### src/rf_frontend_pkg.sv
// constants for the rf front-end control block
package rf_frontend_pkg;

	localparam int unsigned CLK_HZ        = 100_000_000;
	localparam int unsigned MS_PER_S      = 1000;
	localparam int unsigned CLKS_PER_MS   = CLK_HZ / MS_PER_S;

	// ----------------------------------------
	// register byte offsets
	// ----------------------------------------
	localparam logic [7:0] CTRL_OFS       = 8'h00;
	localparam logic [7:0] STATUS_OFS     = 8'h04;
	localparam logic [7:0] CONFIG_OFS     = 8'h08;
	localparam logic [7:0] BLOCK1_OFS     = 8'h0C;
	localparam logic [7:0] BLOCK2_OFS     = 8'h10;

	// ----------------------------------------
	// control fields
	// ----------------------------------------
	localparam int unsigned CTRL_MON_RXE_BIT  = 2;
	localparam int unsigned CTRL_CONT_EN_BIT  = 3;
	localparam int unsigned CTRL_DEC_ON_BIT   = 4;
	localparam logic [2:0]  CTRL_RESET        = 3'h0;

	// ----------------------------------------
	// configuration fields
	// ----------------------------------------
	localparam int unsigned CFG_SYNTH_SEL_BIT = 0;
	localparam int unsigned CFG_RATE_LSB      = 1;
	localparam int unsigned CFG_RX_EST_LSB    = 3;
	localparam int unsigned CFG_OSC_EST_LSB   = 5;
	localparam logic [6:0]  CFG_RESET         = 7'h00;

	// ----------------------------------------
	// status fields
	// ----------------------------------------
	localparam int unsigned STAT_MON_BIT      = 6;
	localparam int unsigned STAT_INT_BIT      = 0;
	localparam int unsigned STAT_RXE_BIT      = 1;
	localparam int unsigned STAT_ROE_BIT      = 2;
	localparam int unsigned STAT_BUSY_BIT     = 3;
	localparam int unsigned STAT_RX_SET_BIT   = 4;
	localparam int unsigned STAT_OSC_SET_BIT  = 5;
	localparam int unsigned STAT_BAT_BIT      = 7;

	// ----------------------------------------
	// establishment times in ms, per select code
	// ----------------------------------------
	localparam int unsigned RX_EST_MS_0  = 5;
	localparam int unsigned RX_EST_MS_1  = 10;
	localparam int unsigned RX_EST_MS_2  = 15;
	localparam int unsigned RX_EST_MS_3  = 30;
	localparam int unsigned OSC_EST_MS_0 = 20;
	localparam int unsigned OSC_EST_MS_1 = 30;
	localparam int unsigned OSC_EST_MS_2 = 40;
	localparam int unsigned OSC_EST_MS_3 = 50;

	// ----------------------------------------
	// synthesizer link
	// ----------------------------------------
	localparam int unsigned SYNTH_BITS      = 24;
	localparam int unsigned PAUSE_BIT_IDX   = 12;
	localparam logic [1:0]  RATE_512        = 2'h0;
	localparam logic [1:0]  RATE_1200       = 2'h1;
	localparam logic [6:0]  PAUSE_512       = 7'h77;
	localparam logic [6:0]  PAUSE_1200      = 7'h21;
	localparam logic [6:0]  PAUSE_2400      = 7'h01;

endpackage

### src/rf_frontend_control.sv
// receiver, oscillator and synthesizer control with apb register access
// ----------------------------------------
// ----------------------------------------
//
// The APB interface to the registers and the address map were chosen for this implementation.
`timescale 1ns/100ps
`default_nettype none

module rf_frontend_control
#(
	parameter int unsigned CLKS_PER_MS = rf_frontend_pkg::CLKS_PER_MS
)
(
	input  wire logic        CLK_IN,
	input  wire logic        ARST_N_IN,
	input  wire logic        PSEL_IN,
	input  wire logic        PENABLE_IN,
	input  wire logic        PWRITE_IN,
	input  wire logic [7:0]  PADDR_IN,
	input  wire logic [31:0] PWDATA_IN,
	output logic      [31:0] PRDATA_OUT,
	output logic             PREADY_OUT,
	output logic             PSLVERR_OUT,
	input  wire logic        RX_REQUEST_IN,
	input  wire logic        OSC_REQUEST_IN,
	input  wire logic        BATTERY_SENSE_IN,
	input  wire logic        DECODER_CLOCK_IN,
	output logic             RECEIVER_ENABLE_OUT,
	output logic             OSCILLATOR_ENABLE_OUT,
	output logic             RX_SETTLED_OUT,
	output logic             OSC_SETTLED_OUT,
	output logic             INT_OUT,
	output logic             SYNTH_SERIAL_DATA_OUT,
	output logic             SYNTH_SERIAL_CLOCK_OUT,
	output logic             SYNTH_LATCH_STROBE_OUT
);

	// ----------------------------------------
	// state
	// ----------------------------------------
	logic        mon_rxe_ff;
	logic        cont_en_ff;
	logic        dec_on_ff;
	logic        synth_sel_ff;
	logic [1:0]  rate_ff;
	logic [1:0]  rx_est_ff;
	logic [1:0]  osc_est_ff;
	logic [23:0] block1_ff;
	logic [23:0] block2_ff;
	logic        bat_s1_ff;
	logic        bat_s2_ff;
	logic        dck_s1_ff;
	logic        dck_s2_ff;
	logic        dck_s3_ff;
	logic        bat_ff;
	logic        dec_on_prev_ff;
	logic        start_ff;
	logic [31:0] rx_cnt_ff;
	logic [31:0] osc_cnt_ff;
	logic        first_ff;

	logic        nxt_rxe;
	logic        nxt_roe;
	logic        rxe_fall;
	logic        mon_bit;
	logic        irq_set;
	logic        setup;
	logic        access_done;
	logic        rd_status;
	logic        wr_hit;
	logic        addr_ok;
	logic        dck_tick;
	logic        synth_busy;
	logic [6:0]  pause_len;
	logic [31:0] rd_word;

	// ----------------------------------------
	// helpers
	// ----------------------------------------
	// establishment time for a select code, in clock cycles
	function automatic logic [31:0] est_cycles(input logic [1:0] sel, input logic is_osc);
		int unsigned ms;
		ms = 0;
		case (sel)
			2'h0:    ms = is_osc ? rf_frontend_pkg::OSC_EST_MS_0 : rf_frontend_pkg::RX_EST_MS_0;
			2'h1:    ms = is_osc ? rf_frontend_pkg::OSC_EST_MS_1 : rf_frontend_pkg::RX_EST_MS_1;
			2'h2:    ms = is_osc ? rf_frontend_pkg::OSC_EST_MS_2 : rf_frontend_pkg::RX_EST_MS_2;
			default: ms = is_osc ? rf_frontend_pkg::OSC_EST_MS_3 : rf_frontend_pkg::RX_EST_MS_3;
		endcase
		return 32'(ms * CLKS_PER_MS);
	endfunction

	function automatic logic is_reg(input logic [7:0] a);
		return a == rf_frontend_pkg::CTRL_OFS || a == rf_frontend_pkg::STATUS_OFS ||
			a == rf_frontend_pkg::CONFIG_OFS || a == rf_frontend_pkg::BLOCK1_OFS ||
			a == rf_frontend_pkg::BLOCK2_OFS;
	endfunction

	// ----------------------------------------
	// pin synchronisers
	// ----------------------------------------
	always_ff @(posedge CLK_IN or negedge ARST_N_IN)
	begin
		if (!ARST_N_IN)
		begin
			bat_s1_ff <= 1'b0;
			bat_s2_ff <= 1'b0;
			dck_s1_ff <= 1'b0;
			dck_s2_ff <= 1'b0;
			dck_s3_ff <= 1'b0;
		end
		else
		begin
			bat_s1_ff <= BATTERY_SENSE_IN;
			bat_s2_ff <= bat_s1_ff;
			dck_s1_ff <= DECODER_CLOCK_IN;
			dck_s2_ff <= dck_s1_ff;
			dck_s3_ff <= dck_s2_ff;
		end
	end

	assign dck_tick = dck_s2_ff & ~dck_s3_ff;

	// ----------------------------------------
	// apb slave
	// ----------------------------------------
	// data is prepared in setup so the access phase completes without wait
	assign setup       = PSEL_IN & ~PENABLE_IN;
	assign access_done = PSEL_IN & PENABLE_IN & PREADY_OUT;
	assign addr_ok     = is_reg(PADDR_IN);
	assign rd_status   = access_done & ~PWRITE_IN & (PADDR_IN == rf_frontend_pkg::STATUS_OFS);
	assign wr_hit      = access_done & PWRITE_IN;

	always_comb
	begin
		rd_word = 32'h00000000;
		case (PADDR_IN)
			rf_frontend_pkg::CTRL_OFS:
			begin
				rd_word[rf_frontend_pkg::CTRL_MON_RXE_BIT] = mon_rxe_ff;
				rd_word[rf_frontend_pkg::CTRL_CONT_EN_BIT] = cont_en_ff;
				rd_word[rf_frontend_pkg::CTRL_DEC_ON_BIT]  = dec_on_ff;
			end
			rf_frontend_pkg::STATUS_OFS:
			begin
				rd_word[rf_frontend_pkg::STAT_MON_BIT]     = mon_bit;
				rd_word[rf_frontend_pkg::STAT_INT_BIT]     = INT_OUT;
				rd_word[rf_frontend_pkg::STAT_RXE_BIT]     = RECEIVER_ENABLE_OUT;
				rd_word[rf_frontend_pkg::STAT_ROE_BIT]     = OSCILLATOR_ENABLE_OUT;
				rd_word[rf_frontend_pkg::STAT_BUSY_BIT]    = synth_busy;
				rd_word[rf_frontend_pkg::STAT_RX_SET_BIT]  = RX_SETTLED_OUT;
				rd_word[rf_frontend_pkg::STAT_OSC_SET_BIT] = OSC_SETTLED_OUT;
				rd_word[rf_frontend_pkg::STAT_BAT_BIT]     = bat_ff;
			end
			rf_frontend_pkg::CONFIG_OFS:
			begin
				rd_word[6:0] = {osc_est_ff, rx_est_ff, rate_ff, synth_sel_ff};
			end
			rf_frontend_pkg::BLOCK1_OFS:
			begin
				rd_word[23:0] = block1_ff;
			end
			rf_frontend_pkg::BLOCK2_OFS:
			begin
				rd_word[23:0] = block2_ff;
			end
			default:
			begin
				rd_word = 32'h00000000;
			end
		endcase
	end

	always_ff @(posedge CLK_IN or negedge ARST_N_IN)
	begin
		if (!ARST_N_IN)
		begin
			PREADY_OUT  <= 1'b0;
			PSLVERR_OUT <= 1'b0;
			PRDATA_OUT  <= 32'h00000000;
		end
		else
		begin
			PREADY_OUT  <= setup;
			PSLVERR_OUT <= setup & ~addr_ok;
			PRDATA_OUT  <= setup ? rd_word : 32'h00000000;
		end
	end

	// ----------------------------------------
	// control and configuration registers
	// ----------------------------------------
	always_ff @(posedge CLK_IN or negedge ARST_N_IN)
	begin
		if (!ARST_N_IN)
		begin
			{dec_on_ff, cont_en_ff, mon_rxe_ff} <= rf_frontend_pkg::CTRL_RESET;
			{osc_est_ff, rx_est_ff, rate_ff, synth_sel_ff} <= rf_frontend_pkg::CFG_RESET;
			block1_ff <= 24'h000000;
			block2_ff <= 24'h000000;
		end
		else if (wr_hit)
		begin
			case (PADDR_IN)
				rf_frontend_pkg::CTRL_OFS:
				begin
					mon_rxe_ff <= PWDATA_IN[rf_frontend_pkg::CTRL_MON_RXE_BIT];
					cont_en_ff <= PWDATA_IN[rf_frontend_pkg::CTRL_CONT_EN_BIT];
					dec_on_ff  <= PWDATA_IN[rf_frontend_pkg::CTRL_DEC_ON_BIT];
				end
				rf_frontend_pkg::CONFIG_OFS:
				begin
					{osc_est_ff, rx_est_ff, rate_ff, synth_sel_ff} <= PWDATA_IN[6:0];
				end
				rf_frontend_pkg::BLOCK1_OFS:
				begin
					block1_ff <= PWDATA_IN[23:0];
				end
				rf_frontend_pkg::BLOCK2_OFS:
				begin
					block2_ff <= PWDATA_IN[23:0];
				end
				default:
				begin
					block1_ff <= block1_ff;
				end
			endcase
		end
	end

	// ----------------------------------------
	// receiver and oscillator enables
	// ----------------------------------------
	// the oscillator also stays on while the synthesizer is loaded
	assign nxt_rxe  = cont_en_ff | (dec_on_ff & RX_REQUEST_IN);
	assign nxt_roe  = cont_en_ff | (dec_on_ff & OSC_REQUEST_IN) | synth_busy;
	assign rxe_fall = RECEIVER_ENABLE_OUT & ~nxt_rxe;

	always_ff @(posedge CLK_IN or negedge ARST_N_IN)
	begin
		if (!ARST_N_IN)
		begin
			RECEIVER_ENABLE_OUT   <= 1'b0;
			OSCILLATOR_ENABLE_OUT <= 1'b0;
		end
		else
		begin
			RECEIVER_ENABLE_OUT   <= nxt_rxe;
			OSCILLATOR_ENABLE_OUT <= nxt_roe;
		end
	end

	// settle counters restart each time an enable rises
	always_ff @(posedge CLK_IN or negedge ARST_N_IN)
	begin
		if (!ARST_N_IN)
		begin
			rx_cnt_ff      <= 32'h00000000;
			osc_cnt_ff     <= 32'h00000000;
			RX_SETTLED_OUT  <= 1'b0;
			OSC_SETTLED_OUT <= 1'b0;
		end
		else
		begin
			if (!RECEIVER_ENABLE_OUT)
			begin
				rx_cnt_ff      <= est_cycles(rx_est_ff, 1'b0);
				RX_SETTLED_OUT <= 1'b0;
			end
			else if (rx_cnt_ff > 32'h00000001)
			begin
				rx_cnt_ff <= rx_cnt_ff - 32'h00000001;
			end
			else
			begin
				RX_SETTLED_OUT <= 1'b1;
			end
			if (!OSCILLATOR_ENABLE_OUT)
			begin
				osc_cnt_ff      <= est_cycles(osc_est_ff, 1'b1);
				OSC_SETTLED_OUT <= 1'b0;
			end
			else if (osc_cnt_ff > 32'h00000001)
			begin
				osc_cnt_ff <= osc_cnt_ff - 32'h00000001;
			end
			else
			begin
				OSC_SETTLED_OUT <= 1'b1;
			end
		end
	end

	// ----------------------------------------
	// battery sample, monitor bit, interrupt
	// ----------------------------------------
	assign mon_bit = mon_rxe_ff ? RECEIVER_ENABLE_OUT : bat_ff;

	// a sample only changes when the receiver turns off, so the battery
	// interrupt is naturally deferred; select changes raise nothing
	assign irq_set = (mon_rxe_ff & (nxt_rxe != RECEIVER_ENABLE_OUT)) |
		(~mon_rxe_ff & rxe_fall & (bat_s2_ff != bat_ff));

	always_ff @(posedge CLK_IN or negedge ARST_N_IN)
	begin
		if (!ARST_N_IN)
		begin
			bat_ff <= 1'b0;
		end
		else if (rxe_fall)
		begin
			bat_ff <= bat_s2_ff;
		end
	end

	always_ff @(posedge CLK_IN or negedge ARST_N_IN)
	begin
		if (!ARST_N_IN)
		begin
			INT_OUT <= 1'b0;
		end
		else if (irq_set)
		begin
			INT_OUT <= 1'b1;
		end
		else if (rd_status)
		begin
			INT_OUT <= 1'b0;
		end
	end

	// ----------------------------------------
	// synthesizer load
	// ----------------------------------------
	always_comb
	begin
		case (rate_ff)
			rf_frontend_pkg::RATE_512:  pause_len = rf_frontend_pkg::PAUSE_512;
			rf_frontend_pkg::RATE_1200: pause_len = rf_frontend_pkg::PAUSE_1200;
			default:                    pause_len = rf_frontend_pkg::PAUSE_2400;
		endcase
	end

	// a second off-to-on while a load runs is not queued
	always_ff @(posedge CLK_IN or negedge ARST_N_IN)
	begin
		if (!ARST_N_IN)
		begin
			dec_on_prev_ff <= 1'b0;
			start_ff       <= 1'b0;
			first_ff       <= 1'b1;
		end
		else
		begin
			dec_on_prev_ff <= dec_on_ff;
			start_ff       <= dec_on_ff & ~dec_on_prev_ff & synth_sel_ff;
			first_ff       <= 1'b0;
		end
	end

	synth_loader u_synth_loader
	(
		.clk_in    (CLK_IN),
		.arst_n_in (ARST_N_IN),
		.tick_in   (dck_tick),
		.start_in  (start_ff),
		.block1_in (block1_ff),
		.block2_in (block2_ff),
		.pause_in  (pause_len),
		.sd_out    (SYNTH_SERIAL_DATA_OUT),
		.sc_out    (SYNTH_SERIAL_CLOCK_OUT),
		.le_out    (SYNTH_LATCH_STROBE_OUT),
		.busy_out  (synth_busy)
	);

	// ----------------------------------------
	// checks
	// ----------------------------------------
	cont_both_a: assert property (@(posedge CLK_IN) disable iff (!ARST_N_IN)
		cont_en_ff |=> RECEIVER_ENABLE_OUT && OSCILLATOR_ENABLE_OUT)
		else $error("continuous enable did not force both outputs");

	cont_clear_a: assert property (@(posedge CLK_IN) disable iff (!ARST_N_IN)
		$fell(cont_en_ff) |-> $past(wr_hit) && $past(PADDR_IN) == rf_frontend_pkg::CTRL_OFS)
		else $error("continuous enable cleared without a control write");

	rxe_irq_a: assert property (@(posedge CLK_IN) disable iff (!ARST_N_IN)
		$past(mon_rxe_ff) && $changed(RECEIVER_ENABLE_OUT) |-> INT_OUT)
		else $error("receiver enable change gave no interrupt");

	bat_sample_a: assert property (@(posedge CLK_IN) disable iff (!ARST_N_IN)
		$fell(RECEIVER_ENABLE_OUT) |-> bat_ff == $past(bat_s2_ff))
		else $error("battery not sampled at receiver disable");

	bat_irq_a: assert property (@(posedge CLK_IN) disable iff (!ARST_N_IN)
		$changed(bat_ff) && !$past(mon_rxe_ff) |-> INT_OUT && !RECEIVER_ENABLE_OUT)
		else $error("battery change gave no interrupt");

	mon_read_a: assert property (@(posedge CLK_IN) disable iff (!ARST_N_IN)
		$past(setup) && $past(PADDR_IN) == rf_frontend_pkg::STATUS_OFS && $past(mon_rxe_ff)
		|-> PRDATA_OUT[rf_frontend_pkg::STAT_MON_BIT] == $past(RECEIVER_ENABLE_OUT))
		else $error("status bit does not show receiver enable");

	bat_reset_a: assert property (@(posedge CLK_IN) disable iff (!ARST_N_IN)
		first_ff |-> !bat_ff)
		else $error("battery indicator not zero after reset");

	rx_settle_a: assert property (@(posedge CLK_IN) disable iff (!ARST_N_IN)
		$rose(RX_SETTLED_OUT) |-> $past(rx_cnt_ff) == 32'h00000001 && $past(RECEIVER_ENABLE_OUT))
		else $error("receiver settled before establishment time");

	synth_start_a: assert property (@(posedge CLK_IN) disable iff (!ARST_N_IN)
		$rose(dec_on_ff) && synth_sel_ff && !synth_busy |-> ##2 synth_busy)
		else $error("synthesizer load did not start on switch-on");

endmodule
`default_nettype wire

### src/synth_loader.sv
// three-wire serial loader for the external frequency synthesizer
`timescale 1ns/100ps
`default_nettype none

module synth_loader
(
	input  wire logic        clk_in,
	input  wire logic        arst_n_in,
	input  wire logic        tick_in,
	input  wire logic        start_in,
	input  wire logic [23:0] block1_in,
	input  wire logic [23:0] block2_in,
	input  wire logic [6:0]  pause_in,
	output logic             sd_out,
	output logic             sc_out,
	output logic             le_out,
	output logic             busy_out
);

	typedef enum logic [2:0] {S_IDLE, S_LOW, S_PAUSE, S_HIGH, S_LATCH, S_GAP} load_state_type;

	load_state_type state_ff;
	logic [23:0]    shift_ff;
	logic [23:0]    blk2_ff;
	logic [4:0]     idx_ff;
	logic [6:0]     cnt_ff;
	logic           second_ff;

	// ----------------------------------------
	// serial sequencer
	// ----------------------------------------
	// one decoder clock per serial clock half period
	always_ff @(posedge clk_in or negedge arst_n_in)
	begin
		if (!arst_n_in)
		begin
			state_ff  <= S_IDLE;
			shift_ff  <= 24'h000000;
			blk2_ff   <= 24'h000000;
			idx_ff    <= 5'h00;
			cnt_ff    <= 7'h00;
			second_ff <= 1'b0;
			sd_out    <= 1'b0;
			sc_out    <= 1'b0;
			le_out    <= 1'b0;
			busy_out  <= 1'b0;
		end
		else
		begin
			case (state_ff)
				S_IDLE:
				begin
					if (start_in)
					begin
						shift_ff  <= block1_in;
						blk2_ff   <= block2_in;
						sd_out    <= block1_in[23];
						idx_ff    <= 5'h00;
						second_ff <= 1'b0;
						busy_out  <= 1'b1;
						state_ff  <= S_LOW;
					end
				end
				S_LOW:
				begin
					if (tick_in)
					begin
						if (idx_ff == 5'(rf_frontend_pkg::PAUSE_BIT_IDX))
						begin
							cnt_ff   <= pause_in;
							state_ff <= S_PAUSE;
						end
						else
						begin
							sc_out   <= 1'b1;
							state_ff <= S_HIGH;
						end
					end
				end
				S_PAUSE:
				begin
					if (tick_in)
					begin
						if (cnt_ff <= 7'h01)
						begin
							sc_out   <= 1'b1;
							state_ff <= S_HIGH;
						end
						else
						begin
							cnt_ff <= cnt_ff - 7'h01;
						end
					end
				end
				S_HIGH:
				begin
					if (tick_in)
					begin
						sc_out <= 1'b0;
						if (idx_ff == 5'(rf_frontend_pkg::SYNTH_BITS - 1))
						begin
							le_out   <= 1'b1;
							state_ff <= S_LATCH;
						end
						else
						begin
							shift_ff <= {shift_ff[22:0], 1'b0};
							sd_out   <= shift_ff[22];
							idx_ff   <= idx_ff + 5'h01;
							state_ff <= S_LOW;
						end
					end
				end
				S_LATCH:
				begin
					if (tick_in)
					begin
						le_out <= 1'b0;
						if (!second_ff)
						begin
							cnt_ff   <= pause_in;
							state_ff <= S_GAP;
						end
						else
						begin
							busy_out <= 1'b0;
							state_ff <= S_IDLE;
						end
					end
				end
				S_GAP:
				begin
					if (tick_in)
					begin
						if (cnt_ff <= 7'h01)
						begin
							second_ff <= 1'b1;
							shift_ff  <= blk2_ff;
							sd_out    <= blk2_ff[23];
							idx_ff    <= 5'h00;
							state_ff  <= S_LOW;
						end
						else
						begin
							cnt_ff <= cnt_ff - 7'h01;
						end
					end
				end
				default:
				begin
					state_ff <= S_IDLE;
				end
			endcase
		end
	end

	// ----------------------------------------
	// checks
	// ----------------------------------------
	sd_on_low_a: assert property (@(posedge clk_in) disable iff (!arst_n_in)
		$changed(sd_out) |-> !sc_out)
		else $error("serial data changed while serial clock high");

	latch_last_a: assert property (@(posedge clk_in) disable iff (!arst_n_in)
		$rose(le_out) |-> $past(idx_ff) == 5'h17 && !sc_out)
		else $error("latch pulse not after last bit");

	pause_hold_a: assert property (@(posedge clk_in) disable iff (!arst_n_in)
		state_ff == S_PAUSE |-> !sc_out && idx_ff == 5'h0C)
		else $error("pause outside low phase of bit 13");

endmodule
`default_nettype wire

### config.mk
export PLATFORM = sky130hd
export DESIGN_NAME = rf_frontend_control
export DESIGN_NICKNAME = d
export VERILOG_FILES = /design/src/rf_frontend_pkg.sv /design/src/rf_frontend_control.sv /design/src/synth_loader.sv
export SDC_FILE = /design/constraint.sdc
export NUM_CORES = 1
export LEC_CHECK = 0
export BUFFER_PORTS_ARGS = -buffer_cell sky130_fd_sc_hd__buf_2
export CELL_PAD_IN_SITES_DETAIL_PLACEMENT = 0
export CELL_PAD_IN_SITES_GLOBAL_PLACEMENT = 2
export CORE_ASPECT_RATIO = 1.25
export CORE_MARGIN = 5
export CORE_UTILIZATION = 40
export DETAILED_ROUTE_END_ITERATION = 6
export GPL_TIMING_DRIVEN = 0
export PLACE_DENSITY = 0.88
export RECOVER_POWER = 100
export SYNTH_ARGS = -nofsm -noshare
export SYNTH_HDL_FRONTEND = slang
export SYNTH_SLANG_ARGS = --single-unit
### constraint.sdc
create_clock -name CLK_IN -period 3.05 [get_ports CLK_IN]
set_input_delay 0.1525 -clock CLK_IN [delete_from_list [all_inputs] [get_ports CLK_IN]]
set_output_delay 0.1525 -clock CLK_IN [all_outputs]
set_load 0.005 [all_outputs]
==> impl_metrics.json, run 1 <==
{
  "status": "finished with violations",
  "hold_class": "input pin to flop",
  "crit_fanout": 10,
  "critPathSlowestCell": "nor4_2",
  "grt_pass1_wl_um": 48700,
  "clk_latency_ns": 0.52,
  "maxCapViolCount": 1,
  "grtUsageTotal": 0.183,
  "design_area_sq_um": 13500,
  "tightest_slew_ns": 1.81,
  "clockRootBuffer": "clkbuf_16",
  "final_common_cell": "dfrtp_1",
  "path_cells": "inv_1 > ha_1 > nor2_1 > nor4_2 > and4_1 > clkbuf_2 > buf_6 > o21ai_0 > a21oi_1",
  "nNetsFinal": 1323,
  "num_vias": 8904,
  "worstSetupStartpointType": "flop",
  "max-slew-margin-rel": -0.206,
  "period_needed_ns": 2.82,
  "synth_top_family_by_area": "simple AND/OR/NAND/NOR gates",
  "criticalPathCategory": "flop to flop",
  "synth-compound-area-share": 0.141,
  "final_cell_mix": "dfrtp_1, nor2_1, clkbuf_1",
  "p_leak_nw": 5.92,
  "rows": 69,
  "netlist_area_sq_um": 11500,
  "period_share": 0.926,
  "cp_data_required_time_ns": 3.49,
  "synth_cell_type_count": 73,
  "dpl_cell_area_sq_um": 12400,
  "avgSynthCellArea_sq_um": 10.5,
  "synthAdderAreaFrac": 0.0392,
  "clkSinkCount": 228,
  "r2r_end": "osc_cnt_ff[5]$_DFFE_PN0P_",
  "synthCells": 1096,
  "drv_slew": 29,
  "die_area_sq_um": 32200,
  "hold_viol_final": 0,
  "cp-startpoint": "osc_cnt_ff[0]$_DFFE_PN0P_",
  "antenna_found_initial": 0,
  "setup_ws_ns": 0.226,
  "synth_edf_count": 0,
  "routed_wl_um": 28900,
  "drive_above_1_share": 0.156,
  "area_delta_synth_final_pct": 17.5,
  "synth_simple_gate_area_frac": 0.160,
  "clock_skew_ns": 0.00782,
  "io_pins": 91,
  "r2r_start": "osc_cnt_ff[0]$_DFFE_PN0P_",
  "antenna_cells": 0,
  "drtIter0Drc": 475,
  "portBuffers": 73,
  "overflow": 0,
  "setup_viol": 0,
  "die_h_um": 200,
  "initial_core_util": 0.405,
  "violations": "max-capacitance violations, max-slew violations",
  "rsz0062_at_grt": "false",
  "coreArea_sq_um": 28400,
  "p_per_area_nw_per_um2": 593,
  "ys.flop_type": "dfrtp_1",
  "synthMuxAreaShare": 0.0945,
  "pre_cts_slack_ns": 0.297,
  "post_cts_buffers": 0,
  "synth-async-reset-ratio": 1.00,
  "max_stage_delay_ns": 0.57,
  "ff2ff_path_depth": 9,
  "place.gp.congestion": 0.805,
  "final.setup.tns_ns": 0,
  "power_mw": 8.01,
  "route.detailed.drc": 0,
  "viasPerCell": 5.53,
  "endpoint": "osc_cnt_ff[5]$_DFFE_PN0P_",
  "final_antenna_net_count": 0,
  "max_freq_mhz": 354,
  "cts_buffers": 25,
  "clk_pin_slew_ns": 0.07,
  "cts_buffer_depth": 3,
  "ys_seq_elements": 228,
  "cts_tree": "done",
  "grt_max_degree": 103,
  "cp.arrival_ns": 3.26,
  "synth-seq-area-share": 0.496,
  "yosysWarningCount": 0,
  "hpwlAfterDp_um": 20400,
  "synth-xor-area-share": 0.0320,
  "grt_pass1_vias": 9235,
  "reg2reg_setup_slack_ns": 0.23,
  "dp.cells": 1534,
  "drt-wirelength-per-cell_um": 18.0,
  "ir_worst_vdd_mv": 0.432,
  "firstDrtPassIters": 5,
  "stdcell_count": 1610,
  "die_x_um": 162,
  "htreeDepth": 1,
  "cp-end-kind": "flop",
  "nFillCells": 2696
}
-- through the flow --
stage	utilization	hold slack (ns)
final	0.476	0.0352
after global routing	0.476	0.0436
after CTS	0.478	0.0202
after detailed placement	0.437	0.0280
after global placement	0.434	0.262
after floorplan	-	-0.143
-- synth_stat cells (all sizes together), types with 26 or more instances --
library cell | number | area share
dfrtp | 228 | 0.50
nor2 | 91 | 0.030
mux2 | 84 | 0.082
nand2 | 73 | 0.024
a22oi | 48 | 0.031
clkbuf | 46 | 0.015
a21oi | 44 | 0.019
o21ai | 39 | 0.017
ha | 36 | 0.039
a31oi | 34 | 0.019
nor3 | 33 | 0.016
or3 | 30 | 0.017
inv | 27 | 0.0088
xnor2 | 26 | 0.020
-- state kept, by name, indices dropped and copies added, names as in the netlist, 2 cells and up --
signal and cells:
u_synth_loader.idx_ff 5, rx_est_ff 2, block1_ff 24, rate_ff 2, osc_cnt_ff 32, u_synth_loader.cnt_ff 7, u_synth_loader.blk2_ff 24, rx_cnt_ff 32
osc_est_ff 2, PRDATA_OUT 24, u_synth_loader.state_ff 3, u_synth_loader.shift_ff 23, block2_ff 24
-- worst max-delay path, delay by kind of cell, from the launching register on --
family / cells / cell delay [ns]
compound gates: 2 / 0.23
flops: 1 / 0.41
buf+inv: 3 / 0.63
fa+ha+maj: 1 / 0.30
simple gates: 3 / 1.16
-- timing repair --
action	4_1_cts	5_1_grt
hold endpoints to repair	191	0
hold buffers	32	0
gates resized for setup	0	0
-- how the worst min path moves through the flow --
stage / from / to / cells past startpoint
floorplan: ARST_N_IN / INT_OUT$_DFFE_PN0P_ / 0
global placement: DECODER_CLOCK_IN / dck_s1_ff$_DFF_PN0_ / 1
detailed placement: ARST_N_IN / osc_cnt_ff[5]$_DFFE_PN0P_ / 1
CTS: PADDR_IN[4] / PSLVERR_OUT$_DFF_PN0_ / 3
global route: PADDR_IN[4] / PSLVERR_OUT$_DFF_PN0_ / 3
finish: PADDR_IN[4] / PSLVERR_OUT$_DFF_PN0_ / 3
-- kinds of logic after synthesis --
family,count (synthesis)
simple gates,353
flops,228
buf+inv,94
fa+ha+maj,36
mux,98
other cells,1
compound gates,244
xor+xnor,42
-- where the power goes --
group	internal, mW	total [mW]	switching, mW
logic	0.495	1.34	0.843
clock network	1.98	3.20	1.22
registers	3.29	3.47	0.178
total	5.77	8.01	2.24
-- layer usage --
layer / track usage / vias up / routed length [um]
met1: 0.233 / 4409 / 12700
met3: 0.0252 / 48 / 1040
li1: - / 4290 / -
met5: 0 / - / 0
met4: 0.0470 / 0 / 558
met2: 0.328 / 157 / 14600
-- area by class of cell --
class / instances / area [sq um] / share of cell area
multi-input combinational: 782 / 5390 / 0.399
inverter: 27 / 101 / 0.00750
tap: 355 / 444 / 0.0329
clock buffer: 36 / 727 / 0.0538
clock inverter: 8 / 143 / 0.0106
timing repair buffer: 107 / 694 / 0.0514
sequential: 228 / 5710 / 0.422
buffer: 67 / 304 / 0.0225
Note: power is estimated with default switching activity, not from simulation.
==> run 2: changes to the inputs <==
--- a/config.mk
+++ b/config.mk
@@ -10,10 +10,10 @@
 export CELL_PAD_IN_SITES_GLOBAL_PLACEMENT = 2
 export CORE_ASPECT_RATIO = 1.25
 export CORE_MARGIN = 5
-export CORE_UTILIZATION = 40
+export CORE_UTILIZATION = 35
 export DETAILED_ROUTE_END_ITERATION = 6
 export GPL_TIMING_DRIVEN = 0
-export PLACE_DENSITY = 0.88
+export PLACE_DENSITY = 0.79
 export RECOVER_POWER = 100
 export SYNTH_ARGS = -nofsm -noshare
 export SYNTH_HDL_FRONTEND = slang
==> run 2 against run 1 <==
Against the previous run:
- sequential power about the same
- register-to-register slack about the same
- critical endpoint is now rx_cnt_ff[13]$_DFFE_PN0P_
- combinational power about the same
- first-iteration DRC count down 28%
- sequential share of layout area down 0.46 points
- largest cell class unchanged
- final cell count up 4.2%
- the flow still finishes with violations (max-capacitance violations, max-slew violations)
==> impl_metrics.json, run 2 (synthesized netlist as in run 1, its figures left out) <==
{
  "status": "finished with violations",
  "violations": "max-capacitance violations, max-slew violations",
  "cp.arrival_ns": 3.21,
  "initial_core_util": 0.353,
  "portBuffers": 73,
  "hpwlAfterDp_um": 21000,
  "route.detailed.drc": 0,
  "nNetsFinal": 1325,
  "power_frac_comb": 0.162,
  "rows": 74,
  "whs_ns": 0.0155,
  "clock_skew_ns": 0.00966,
  "die_area_sq_um": 36600,
  "period_needed_ns": 2.83,
  "max-slew-margin-rel": -0.0825,
  "tightest_slew_ns": 1.62,
  "drtIter0Drc": 341,
  "final_cell_mix": "dfrtp_1, nor2_1, mux2_2",
  "firstDrtPassIters": 5,
  "clk_pin_slew_ns": 0.06,
  "hold_class": "input pin to flop",
  "setup_ws_ns": 0.219,
  "io_pins": 91,
  "num_vias": 8913,
  "setup_viol": 0,
  "hold_viol_final": 0,
  "die_h_um": 213,
  "p_leak_nw": 5.98,
  "die_x_um": 172,
  "cts_buffer_depth": 3,
  "clockRootBuffer": "clkbuf_16",
  "final_common_cell": "dfrtp_1",
  "max_stage_delay_ns": 0.57,
  "ir_worst_vdd_mv": 0.333,
  "grt_pass1_wl_um": 49100,
  "p_sw_frac": 0.281,
  "drv_slew": 26,
  "crit_buf_inv": 2,
  "cts_buffers": 27,
  "cts_tree": "done",
  "grtUsageTotal": 0.164,
  "cpLargestDelayFamily": "simple AND/OR/NAND/NOR gates",
  "criticalPathCategory": "flop to flop",
  "power.share.sequential": 0.423,
  "crit_fanout": 10,
  "design_area_sq_um": 13700,
  "place.gp.congestion": 0.788,
  "overflow": 0,
  "htreeDepth": 1,
  "p_int_mw": 5.89,
  "drive_above_1_share": 0.164,
  "area_delta_synth_final_pct": 18.8,
  "path_cells": "or4_1 > or3_1 > clkbuf_1 > or3_1 > nand2_1 > clkbuf_1 > o22ai_1",
  "drt-wirelength-per-cell_um": 17.6,
  "p_sw_mw": 2.30,
  "grt_pass1_vias": 9218,
  "grt_max_degree": 107,
  "period_share": 0.928,
  "power_mw": 8.20,
  "cp_data_required_time_ns": 3.43,
  "routed_wl_um": 29500,
  "critPathSlowestCell": "or4_1",
  "clk_latency_ns": 0.54,
  "dpl_cell_area_sq_um": 12500,
  "clkSinkCount": 228,
  "antenna_cells": 0,
  "pre_cts_slack_ns": 0.259,
  "coreArea_sq_um": 32600,
  "cp-end-kind": "flop",
  "viasPerCell": 5.31,
  "worstSetupStartpointType": "flop",
  "max_freq_mhz": 353,
  "dp.cells": 1597,
  "antenna_found_initial": 0,
  "rsz0062_at_grt": "false",
  "stdcell_count": 1677,
  "p_per_area_nw_per_um2": 600,
  "clock_power_share": 0.414,
  "final_antenna_net_count": 0,
  "maxCapViolCount": 1,
  "top_regs": "osc_cnt_ff x32, rx_cnt_ff x32"
}
## run 2: area by class of cell
class,instances,area (sq um)
Timing Repair Buffer,107,708
Inverter,27,101
Buffer,67,293
Multi-Input combinational cell,782,5390
Clock buffer,32,724
Sequential cell,228,5710
Clock inverter,16,211
Tap cell,418,523
Fill cell,3248,18900
## run 2: power by group through the flow
stage          registers [mW]  clock network (mW)  logic, mW
6_report                 3.47                3.40       1.33
5_1_grt                  3.49                3.62       1.54
4_1_cts                  3.47                3.50       1.37
3_5_place_dp             3.52                   0       1.34
3_3_place_gp             3.52                   0       1.31
2_1_floorplan            3.47                   0      0.917
## run 2: worst register-to-register path, cell delays in order, from the launching register on
cell,delay (ns)
dfrtp_1,0.41
or4_1,0.57
or3_1,0.35
clkbuf_1,0.19
or3_1,0.39
nand2_1,0.18
clkbuf_1,0.43
o22ai_1,0.17
## run 2: path summary, 6_finish.rpt
kind	startpoint	end	slack (ns)	depth (start not counted)
max	rx_cnt_ff[24]$_DFFE_PN0P_	rx_cnt_ff[13]$_DFFE_PN0P_	0.22	7
min	PADDR_IN[4]	PSLVERR_OUT$_DFF_PN0_	0.02	3
max reg2reg	rx_cnt_ff[24]$_DFFE_PN0P_	rx_cnt_ff[13]$_DFFE_PN0P_	0.22	7
min reg2reg	dck_s1_ff$_DFF_PN0_	dck_s2_ff$_DFF_PN0_	0.35	0
max in group asynchronous	ARST_N_IN	dck_s3_ff$_DFF_PN0_	0.81	4
min in group asynchronous	ARST_N_IN	osc_cnt_ff[4]$_DFFE_PN0P_	0.57	2
## run 2: timing repair
item / in CTS / in global routing
hold buffers: 32 / 0
endpoints found under the hold margin: 195 / 0
resized for setup: 0 / 1
endpoints found under the setup margin: 0 / 1
buffers inserted: 0 / 0
## run 2: routing by layer
metal	part of all wire	track usage
met5	0	0
met2	0.50	0.290
met4	0.019	0.0366
met3	0.035	0.0231
met1	0.45	0.213
## run 2: stage by stage
stage	setup TNS [ns]	utilization
final	0	0.419
after global placement	-542.70	0.381
after CTS	0	0.421
after floorplan	0	-
after global routing	0	0.419
after detailed placement	0	0.383
